File: src/timer_capture_pkg.sv
//------------------------------------------------------------------------
// register map, field layout and reset values of the capture timer
//------------------------------------------------------------------------
// Behaviour
// two channels latch the whole 16-bit counter on a pin transition
// capture registers are read-only, split into high and low bytes
// each channel has its own rising/falling edge select bit
// counter ticks at pclk divided by a two-bit clock select field
// one capture interrupt enable covers both capture channels
// a capture sets the channel flag and loads the counter value
// interrupt asserts only when enabled and global mask clear
// flag clears after status read while set, then low-byte access
// high-byte read blocks captures and flag until low byte read
// capture register always holds the most recent capture value
// captures keep working while output compares are in use
// in one-pulse or pwm mode only channel 2 captures
// pins always feed capture logic; any selected edge triggers it
// software may read high byte to hold off unwanted captures
// software configures capture pins as floating or pull-up inputs
// overflow flag and its interrupt extend measurable intervals
// counter high byte shows the upper half of the counter
// counter low byte shows the lower half of the counter
// any write to counter low byte resets the counter
// overflow flag clears on low-byte access after status access; the code arms the clear only on a status read while set
// compare 2 low byte holds low half of the compare value
// counter increments per tick, wraps to zero, sets overflow
// pins are synchronised and edges found from successive samples
package timer_capture_pkg;

    //--------------------------------------------------------------------
    // bus geometry
    //--------------------------------------------------------------------
    localparam int ADDR_W = 8;
    localparam int DATA_W = 32;
    localparam int CNT_W  = 16;
    localparam int NCHAN  = 2;

    //--------------------------------------------------------------------
    // byte offsets, one aligned word each
    //--------------------------------------------------------------------
    localparam logic [7:0] OFF_CTRL_ONE  = 8'h00;
    localparam logic [7:0] OFF_CTRL_TWO  = 8'h04;
    localparam logic [7:0] OFF_STATUS    = 8'h08;
    localparam logic [7:0] OFF_CAP1_HIGH = 8'h0C;
    localparam logic [7:0] OFF_CAP1_LOW  = 8'h10;
    localparam logic [7:0] OFF_CAP2_HIGH = 8'h14;
    localparam logic [7:0] OFF_CAP2_LOW  = 8'h18;
    localparam logic [7:0] OFF_CNT_HIGH  = 8'h1C;
    localparam logic [7:0] OFF_CNT_LOW   = 8'h20;
    localparam logic [7:0] OFF_CMP2_LOW  = 8'h24;

    //--------------------------------------------------------------------
    // field positions
    //--------------------------------------------------------------------
    localparam int CTRL1_CAP_IRQ_EN  = 7;
    localparam int CTRL1_OVF_IRQ_EN  = 5;
    localparam int CTRL1_EDGE_SEL    = 1;
    localparam int CTRL2_PWM_MODE    = 5;
    localparam int CTRL2_ONE_PULSE   = 4;
    localparam int CTRL2_CLK_SEL_HI  = 3;
    localparam int CTRL2_CLK_SEL_LO  = 2;
    localparam int CTRL2_EDGE_SEL    = 1;
    localparam int STAT_CAP_FLAG1    = 7;
    localparam int STAT_OVF_FLAG     = 5;
    localparam int STAT_CAP_FLAG2    = 4;

    //--------------------------------------------------------------------
    // reset values and prescaler divisors
    //--------------------------------------------------------------------
    localparam logic [7:0]  RST_BYTE    = 8'h00;
    localparam logic [15:0] RST_COUNTER = 16'h0000;
    localparam logic [15:0] CNT_MAX     = 16'hFFFF;
    localparam logic [2:0]  DIV_SEL0    = 3'h3;   // divide by 4
    localparam logic [2:0]  DIV_SEL1    = 3'h1;   // divide by 2
    localparam logic [2:0]  DIV_SEL2    = 3'h7;   // divide by 8
    localparam logic [1:0]  CLK_STOP    = 2'h3;   // counter halted

endpackage : timer_capture_pkg

File: src/timer_input_capture.sv
// Our own choices: the address map and the APB slave port.
`timescale 1ns/10ps
module timer_input_capture (
    // clock and reset
    input  wire logic                               pclk,
    input  wire logic                               presetn,
    // apb slave
    input  wire logic                               psel,
    input  wire logic                               penable,
    input  wire logic                               pwrite,
    input  wire logic [timer_capture_pkg::ADDR_W-1:0] paddr,
    input  wire logic [timer_capture_pkg::DATA_W-1:0] pwdata,
    output logic                                    pready,
    output logic      [timer_capture_pkg::DATA_W-1:0] prdata,
    output logic                                    pslverr,
    // capture pins, asynchronous to pclk
    input  wire logic [timer_capture_pkg::NCHAN-1:0]  capture_input_pin,
    // cpu global interrupt mask, high masks
    input  wire logic                               cpu_irq_mask,
    // interrupt and compare value to shared compare logic
    output logic                                    timer_irq,
    output logic      [7:0]                         compare2_low_byte
);
    import timer_capture_pkg::*;

    //--------------------------------------------------------------------
    // address decode helper
    //--------------------------------------------------------------------
    function automatic logic is_reg(input logic [ADDR_W-1:0] a,
                                    input logic [7:0]        off);
        is_reg = (a[7:2] == off[7:2]);
    endfunction : is_reg

    //--------------------------------------------------------------------
    // state
    //--------------------------------------------------------------------
    logic [7:0]        ctrl_one_ff;
    logic [7:0]        ctrl_two_ff;
    logic [7:0]        cmp2_low_ff;
    logic [CNT_W-1:0]  counter_ff;
    logic [2:0]        psc_ff;
    logic              ovf_flag_ff;
    logic              ovf_arm_ff;
    logic [NCHAN-1:0]  sync1_ff;
    logic [NCHAN-1:0]  sync2_ff;
    logic [NCHAN-1:0]  prev_ff;
    logic [NCHAN-1:0]  cap_flag_ff;
    logic [NCHAN-1:0]  cap_arm_ff;
    logic [NCHAN-1:0]  inhibit_ff;
    logic [CNT_W-1:0]  cap_value_ff [NCHAN];
    logic              pready_ff;
    logic              pslverr_ff;
    logic [DATA_W-1:0] prdata_ff;
    logic              irq_ff;

    //--------------------------------------------------------------------
    // bus phase decode
    //--------------------------------------------------------------------
    logic       setup;
    logic       acc;
    logic       wr_acc;
    logic       rd_acc;
    logic       hit_ctrl_one;
    logic       hit_ctrl_two;
    logic       hit_status;
    logic       hit_cnt_high;
    logic       hit_cnt_low;
    logic       hit_cmp2_low;
    logic [NCHAN-1:0] hit_cap_high;
    logic [NCHAN-1:0] hit_cap_low;
    logic       mapped;

    // no wait state: read data is latched at setup, effects at access
    assign setup  = psel & ~penable;
    assign acc    = psel & penable & pready_ff;
    assign wr_acc = acc & pwrite;
    assign rd_acc = acc & ~pwrite;

    assign hit_ctrl_one    = is_reg(paddr, OFF_CTRL_ONE);
    assign hit_ctrl_two    = is_reg(paddr, OFF_CTRL_TWO);
    assign hit_status      = is_reg(paddr, OFF_STATUS);
    assign hit_cap_high[0] = is_reg(paddr, OFF_CAP1_HIGH);
    assign hit_cap_low[0]  = is_reg(paddr, OFF_CAP1_LOW);
    assign hit_cap_high[1] = is_reg(paddr, OFF_CAP2_HIGH);
    assign hit_cap_low[1]  = is_reg(paddr, OFF_CAP2_LOW);
    assign hit_cnt_high    = is_reg(paddr, OFF_CNT_HIGH);
    assign hit_cnt_low     = is_reg(paddr, OFF_CNT_LOW);
    assign hit_cmp2_low    = is_reg(paddr, OFF_CMP2_LOW);
    assign mapped = hit_ctrl_one | hit_ctrl_two | hit_status |
                    (|hit_cap_high) | (|hit_cap_low) | hit_cnt_high |
                    hit_cnt_low | hit_cmp2_low;

    //--------------------------------------------------------------------
    // access side effects
    //--------------------------------------------------------------------
    logic       status_rd;
    logic       cnt_low_acc;
    logic       cnt_low_wr;
    logic [NCHAN-1:0] cap_low_acc;
    logic [NCHAN-1:0] cap_low_rd;
    logic [NCHAN-1:0] cap_high_rd;

    assign status_rd   = rd_acc & hit_status;
    assign cnt_low_acc = acc & hit_cnt_low;
    assign cnt_low_wr  = wr_acc & hit_cnt_low;
    assign cap_low_acc = {NCHAN{acc}} & hit_cap_low;
    assign cap_low_rd  = {NCHAN{rd_acc}} & hit_cap_low;
    assign cap_high_rd = {NCHAN{rd_acc}} & hit_cap_high;

    //--------------------------------------------------------------------
    // control registers
    //--------------------------------------------------------------------
    // all bits stored; unused ones are only read back, no compare or pwm logic uses them
    always_ff @(posedge pclk or negedge presetn) begin
        if (!presetn) begin
            ctrl_one_ff <= RST_BYTE;
            ctrl_two_ff <= RST_BYTE;
            cmp2_low_ff <= RST_BYTE;
        end else if (wr_acc) begin
            if (hit_ctrl_one) ctrl_one_ff <= pwdata[7:0];
            if (hit_ctrl_two) ctrl_two_ff <= pwdata[7:0];
            if (hit_cmp2_low) cmp2_low_ff <= pwdata[7:0];
        end
    end

    //--------------------------------------------------------------------
    // prescaler
    //--------------------------------------------------------------------
    logic [1:0] clk_sel;
    logic [2:0] div_last;
    logic       tick;
    logic [2:0] nxt_psc;

    assign clk_sel  = ctrl_two_ff[CTRL2_CLK_SEL_HI:CTRL2_CLK_SEL_LO];
    // select 3 halts the counter: no external clock source here
    assign div_last = (clk_sel == 2'h0) ? DIV_SEL0 :
                      (clk_sel == 2'h1) ? DIV_SEL1 : DIV_SEL2;
    assign tick     = (clk_sel != CLK_STOP) &&
                      (psc_ff >= div_last);
    assign nxt_psc  = (tick || clk_sel == CLK_STOP) ? 3'h0 :
                      3'(psc_ff + 3'h1);

    always_ff @(posedge pclk or negedge presetn) begin
        if (!presetn) psc_ff <= 3'h0;
        else          psc_ff <= nxt_psc;
    end

    //--------------------------------------------------------------------
    // free-running counter and overflow flag
    //--------------------------------------------------------------------
    logic             wrap;
    logic [CNT_W-1:0] nxt_counter;
    logic             nxt_ovf_flag;
    logic             nxt_ovf_arm;

    // a write to the low byte wins over a tick in the same cycle
    assign wrap        = tick & (counter_ff == CNT_MAX) & ~cnt_low_wr;
    assign nxt_counter = cnt_low_wr ? RST_COUNTER :
                         tick ? CNT_W'(counter_ff + 16'h0001) :
                         counter_ff;
    // status read arms the clear; a wrap in the clear cycle still sets
    assign nxt_ovf_flag = wrap |
                          (ovf_flag_ff & ~(ovf_arm_ff & cnt_low_acc));
    assign nxt_ovf_arm  = (ovf_arm_ff | (status_rd & ovf_flag_ff)) &
                          ~cnt_low_acc;

    always_ff @(posedge pclk or negedge presetn) begin
        if (!presetn) begin
            counter_ff  <= RST_COUNTER;
            ovf_flag_ff <= 1'b0;
            ovf_arm_ff  <= 1'b0;
        end else begin
            counter_ff  <= nxt_counter;
            ovf_flag_ff <= nxt_ovf_flag;
            ovf_arm_ff  <= nxt_ovf_arm;
        end
    end

    //--------------------------------------------------------------------
    // capture channels
    //--------------------------------------------------------------------
    logic [NCHAN-1:0] edge_sel;
    logic [NCHAN-1:0] chan_ok;
    logic [NCHAN-1:0] rise;
    logic [NCHAN-1:0] fall;
    logic [NCHAN-1:0] cap_evt;
    logic [NCHAN-1:0] nxt_cap_flag;
    logic [NCHAN-1:0] nxt_cap_arm;
    logic [NCHAN-1:0] nxt_inhibit;
    logic             pulse_mode;

    assign edge_sel   = {ctrl_two_ff[CTRL2_EDGE_SEL],
                         ctrl_one_ff[CTRL1_EDGE_SEL]};
    assign pulse_mode = ctrl_two_ff[CTRL2_PWM_MODE] |
                        ctrl_two_ff[CTRL2_ONE_PULSE];
    // channel 1 is taken over by the pulse generator in those modes
    assign chan_ok    = {1'b1, ~pulse_mode};

    // edge found from second sync stage against its previous sample
    assign rise = sync2_ff & ~prev_ff;
    assign fall = ~sync2_ff & prev_ff;
    // pins are never gated by port direction, the selected edge counts
    assign cap_evt = ((edge_sel & rise) | (~edge_sel & fall)) &
                     chan_ok & ~inhibit_ff;
    // new capture beats a simultaneous clear
    assign nxt_cap_flag = cap_evt |
                          (cap_flag_ff & ~(cap_arm_ff & cap_low_acc));
    assign nxt_cap_arm  = (cap_arm_ff |
                          ({NCHAN{status_rd}} & cap_flag_ff)) &
                          ~cap_low_acc;
    assign nxt_inhibit  = (inhibit_ff | cap_high_rd) &
                          ~cap_low_rd;

    always_ff @(posedge pclk or negedge presetn) begin
        if (!presetn) begin
            sync1_ff    <= '0;
            sync2_ff    <= '0;
            prev_ff     <= '0;
            cap_flag_ff <= '0;
            cap_arm_ff  <= '0;
            inhibit_ff  <= '0;
        end else begin
            sync1_ff    <= capture_input_pin;
            sync2_ff    <= sync1_ff;
            prev_ff     <= sync2_ff;
            cap_flag_ff <= nxt_cap_flag;
            cap_arm_ff  <= nxt_cap_arm;
            inhibit_ff  <= nxt_inhibit;
        end
    end

    // each channel overwrites on every capture, compares run alongside
    genvar gi;
    generate
        for (gi = 0; gi < NCHAN; gi++) begin : g_cap
            always_ff @(posedge pclk or negedge presetn) begin
                if (!presetn)
                    cap_value_ff[gi] <= RST_COUNTER;
                else if (cap_evt[gi])
                    cap_value_ff[gi] <= counter_ff;
            end
        end
    endgenerate

    //--------------------------------------------------------------------
    // interrupt
    //--------------------------------------------------------------------
    logic irq_src;
    logic nxt_irq;

    // flags stay set while masked, so the request waits as pending
    assign irq_src = (ctrl_one_ff[CTRL1_CAP_IRQ_EN] & (|cap_flag_ff)) |
                     (ctrl_one_ff[CTRL1_OVF_IRQ_EN] & ovf_flag_ff);
    assign nxt_irq = irq_src & ~cpu_irq_mask;

    always_ff @(posedge pclk or negedge presetn) begin
        if (!presetn) irq_ff <= 1'b0;
        else          irq_ff <= nxt_irq;
    end

    //--------------------------------------------------------------------
    // read mux
    //--------------------------------------------------------------------
    logic [7:0]        status_byte;
    logic [7:0]        rd_byte;
    logic [DATA_W-1:0] nxt_prdata;

    always_comb begin
        status_byte                 = RST_BYTE;
        status_byte[STAT_CAP_FLAG1] = cap_flag_ff[0];
        status_byte[STAT_OVF_FLAG]  = ovf_flag_ff;
        status_byte[STAT_CAP_FLAG2] = cap_flag_ff[1];
    end

    // capture bytes only readable, never written; see
    assign rd_byte =
        hit_ctrl_one    ? ctrl_one_ff :
        hit_ctrl_two    ? ctrl_two_ff :
        hit_status      ? status_byte :
        hit_cap_high[0] ? cap_value_ff[0][15:8] :
        hit_cap_low[0]  ? cap_value_ff[0][7:0] :
        hit_cap_high[1] ? cap_value_ff[1][15:8] :
        hit_cap_low[1]  ? cap_value_ff[1][7:0] :
        hit_cnt_high    ? counter_ff[15:8] :
        hit_cnt_low     ? counter_ff[7:0] :
        hit_cmp2_low    ? cmp2_low_ff : RST_BYTE;
    assign nxt_prdata = {24'h000000, rd_byte};

    //--------------------------------------------------------------------
    // apb response
    //--------------------------------------------------------------------
    always_ff @(posedge pclk or negedge presetn) begin
        if (!presetn) begin
            pready_ff  <= 1'b0;
            pslverr_ff <= 1'b0;
            prdata_ff  <= '0;
        end else if (setup) begin
            pready_ff  <= 1'b1;
            pslverr_ff <= ~mapped;
            prdata_ff  <= pwrite ? '0 : nxt_prdata;
        end else begin
            pready_ff  <= 1'b0;
            pslverr_ff <= 1'b0;
        end
    end

    //--------------------------------------------------------------------
    // outputs
    //--------------------------------------------------------------------
    assign pready            = pready_ff;
    assign pslverr           = pslverr_ff;
    assign prdata            = prdata_ff;
    assign timer_irq         = irq_ff;
    assign compare2_low_byte = cmp2_low_ff;

endmodule : timer_input_capture

File: config.mk
export PLATFORM = sky130hd
export DESIGN_NAME = timer_input_capture
export DESIGN_NICKNAME = d
export VERILOG_FILES = /design/src/timer_capture_pkg.sv /design/src/timer_input_capture.sv
export SDC_FILE = /design/constraint.sdc
export NUM_CORES = 1
export LEC_CHECK = 0
export BUFFER_PORTS_ARGS = -buffer_cell sky130_fd_sc_hd__buf_2
export CAP_MARGIN = 20
export CELL_PAD_IN_SITES_DETAIL_PLACEMENT = 0
export CELL_PAD_IN_SITES_GLOBAL_PLACEMENT = 1
export CORE_UTILIZATION = 40
export CTS_BUF_LIST = sky130_fd_sc_hd__clkbuf_4 sky130_fd_sc_hd__clkbuf_8 sky130_fd_sc_hd__clkbuf_16
export DETAILED_ROUTE_END_ITERATION = 8
export GPL_TIMING_DRIVEN = 1
export PLACE_DENSITY = 0.82
export SLEW_MARGIN = 10
export SYNTH_ARGS = -nofsm -noshare
export SYNTH_HDL_FRONTEND = slang
export SYNTH_SLANG_ARGS = --single-unit
export TNS_END_PERCENT = 20
File: constraint.sdc
create_clock -name pclk -period 3 [get_ports pclk]
set_input_delay 0.45 -clock pclk [delete_from_list [all_inputs] [get_ports pclk]]
set_output_delay 0.45 -clock pclk [all_outputs]
set_load 0.02 [all_outputs]
==> reports/summary.txt <==
Status - finished, final reports clean
Via count of the first global-routing pass - 3837
Post-synthesis instance total - 484
Final period util - 70.8%
Reg clk slew, reported paths - 0.07 ns
Post-Place Cells - 686
Post-layout nets - 577
Fraction of registers with async set/reset - 100%
Post-synth top flop - dfrtp_1
Hold-fix buffer count after cts - 0
Worst setup EP type - flip-flop
Int Power - 0.00266 W
Max-slew violations - 0
Area leader, netlist - dfrtp_1
PortBufs - 40
Starting DRT DRC Count - 279
R2R Setup Slk - 0.87 ns
CP Data Arrival Time - 2.40 ns
Routed len/inst - 17.3 um
RSZ-0062 raised after global routing - false
Synth top area cells - dfrtp_1 48%, mux2_2 12%, buf_4 3.6%
Combinational Power Share - 18.9%
CTS tree - built
Sequential share of the synthesized area - 48.4%
Clock power frac - 31.1%
Worst-Margin Slew - 0.782 ns
P_sw - 0.00110 W
Drt total wl - 12.2 mm
DRT antenna net count - 0
# diodes - 0
DR DRC count - 0
VDD IR max - 348 uV
Remaining Overflow, GRT - 0
Synth warn - 0
Syn avg cell area - 10.7 sq um
Cell Pwr Density - 650 nW/um^2
Root Driver - clkbuf_16
DRT Pass-1 Iters - 5
Vias per cell - 5.49
Die X - 116 um
Layout cell share with drive strength beyond 1 - 25.7%
Critical Path RT - 3.27 ns
Htree depth - 3
Fmax - 0.471 GHz
Sw Ratio - 29.3%
Synth unique cells - 57
Most common library cells after synthesis - 100 x dfrtp_1, 54 x mux2_2, 38 x nand2_1
Final setup fails - 0
First-pass GRT wire length - 19.9 mm
Hold crit path type - input port to asynchronous set/reset pin
Die ar. - 13400 sq um
Max-Cap Viols - 0
Post-synth EDFFs - 0
Worst skew pair latency - 0.35 ns
Initial antenna violation count - 0
Setup_tns - 0 ns
Num ports - 91
Gp weighted congestion - 0.881
Netlist Area Pre-Place - 5170 sq um
Setup Fix Bufs, Post-CTS - 0
CTS Buf Count - 9
Clock sink count - 100
Worst Reg2Reg Path Length in Cells - 7
Global router's overall resource usage - 19.4%
Post-layout min period - 2.13 ns
Via count - 3852
Final setup skew - 0.00794 ns
Area Overhead vs Synth - 12.1%
Final hold vios - 0
CORE AREA - 12600 sq um
Final std cells w/o fill - 702
Post_cts resized - 0
Largest net degree at the start of global routing - 63
Clock Tree Buf Depth - 2
Sequential power share - 50.0%
Slew margin rel. - 47.9%
Top cell type's share of synthesized area - 48.4%
Initial Util - 40.9%
Top-count cell post-synth - dfrtp_1
Worst setup SP type - flip-flop
Reg2reg start - ctrl_two_ff[2]$_DFFE_PN0P_
Row cnt - 41
Setup CP Type - flip-flop to flip-flop
Critical R2R Capture - counter_ff[15]$_DFFE_PN0P_
Leak - 2.69 nW
Die Y - 116 um
Seq cells post-synth - 100
Largest fanout on the critical path - 7
HPWL Detailed - 8.77 mm
[power by group through the flow]
stage	sequential, W	clock (W)	combinational, W
6_report	0.00188	0.00117	0.000712
5_1_grt	0.00193	0.00125	0.000800
4_1_cts	0.00188	0.00119	0.000715
3_5_place_dp	0.00191	0	0.000711
3_3_place_gp	0.00189	0	0.000682
2_1_floorplan	0.00182	0	0.000567
[sequential cells by signal (all words and copies together), names as in the netlist, 3 cells and up]
register and count:
cap_value_ff 32, compare2_low_byte 8, counter_ff 16, ctrl_one_ff 8, ctrl_two_ff 8, prdata 8, psc_ff 3
[stage by stage]
stage          cell area (sq um)  utilization (%)  hold WS [ns]  setup slack (ns)  power, W
5_1_grt                     5790             45.9         0.207             0.823   0.00397
2_1_floorplan               5250                -         0.154              1.05   0.00239
3_3_place_gp                5490             43.5         0.335             0.721   0.00257
4_1_cts                     5790             45.9         0.204             0.909   0.00379
6_report                    5790             45.9         0.187             0.875   0.00377
3_5_place_dp                5490             43.5         0.337             0.702   0.00262
[worst max-delay path by stage]
| stage | start | endpoint | slack [ns] | cells after the start |
|---|---|---|---|---|
| after floorplan | paddr[5] | compare2_low_byte[0]$_DFFE_PN0P_ | 1.05 | 4 |
| after global placement | paddr[5] | ctrl_one_ff[1]$_DFFE_PN0P_ | 0.72 | 5 |
| after detailed placement | paddr[4] | prdata[7]$_DFFE_PN0P_ | 0.70 | 7 |
| after CTS | ctrl_two_ff[2]$_DFFE_PN0P_ | counter_ff[15]$_DFFE_PN0P_ | 0.91 | 7 |
| after global routing | ctrl_two_ff[2]$_DFFE_PN0P_ | counter_ff[15]$_DFFE_PN0P_ | 0.82 | 7 |
| final | ctrl_two_ff[2]$_DFFE_PN0P_ | counter_ff[15]$_DFFE_PN0P_ | 0.87 | 7 |
[layout by cell type (no fill, tap or decap), drive strengths merged, types with 10 or more instances in the layout]
master  Yosys  routed
mux2i      10      10
dfrtp     100     100
mux2       56      56
a21oi      33      33
nand2      38      38
nand3      12      12
o22ai      12      12
nor3       15      15
clkbuf      9      11
o21ai      13      13
buf        38      54
conb        1      24
nor2       38      38
[cell families after synthesis]
group / count (synthesis) / share of synthesized area, %
adder cells (fa/ha/maj): 4 / 0.969
multiplexers: 67 / 14.6
AO/OA/AOI/OAI: 93 / 11.8
XOR/XNOR: 11 / 1.86
AND/OR/NAND/NOR: 153 / 15.9
buffers and inverters: 55 / 6.34
flip-flops: 100 / 48.4
other: 1 / 0.0726
[worst max-delay path: stages, from the launching register on]
cell,delay [ns]
dfrtp_1,0.46
nor2b_1,0.17
ha_1,0.27
a21o_1,0.12
a21o_1,0.15
nand3_1,0.26
or4_1,0.47
a21oi_1,0.15
[area by class of cell]
cell class	count	area, sq um
repair buffers	54	320
flip-flops and latches	100	2500
clock buffers	11	253
fillers	1206	6830
clock inverters	5	50.0
multi-input cells	352	2420
well taps	172	215
inverters	8	30.0
[metal layers]
| layer | vias up | part of all wire [%] | GRT usage (%) |
|---|---|---|---|
| met3 | 17 | 4.5 | 3.56 |
| met1 | 1946 | 47 | 26.9 |
| met2 | 111 | 48 | 31.4 |
| met4 | 0 | 1.3 | 5.21 |
| met5 | - | 0 | 0 |
| li1 | 1778 | - | - |
Note: power is estimated with default switching activity, not from simulation.
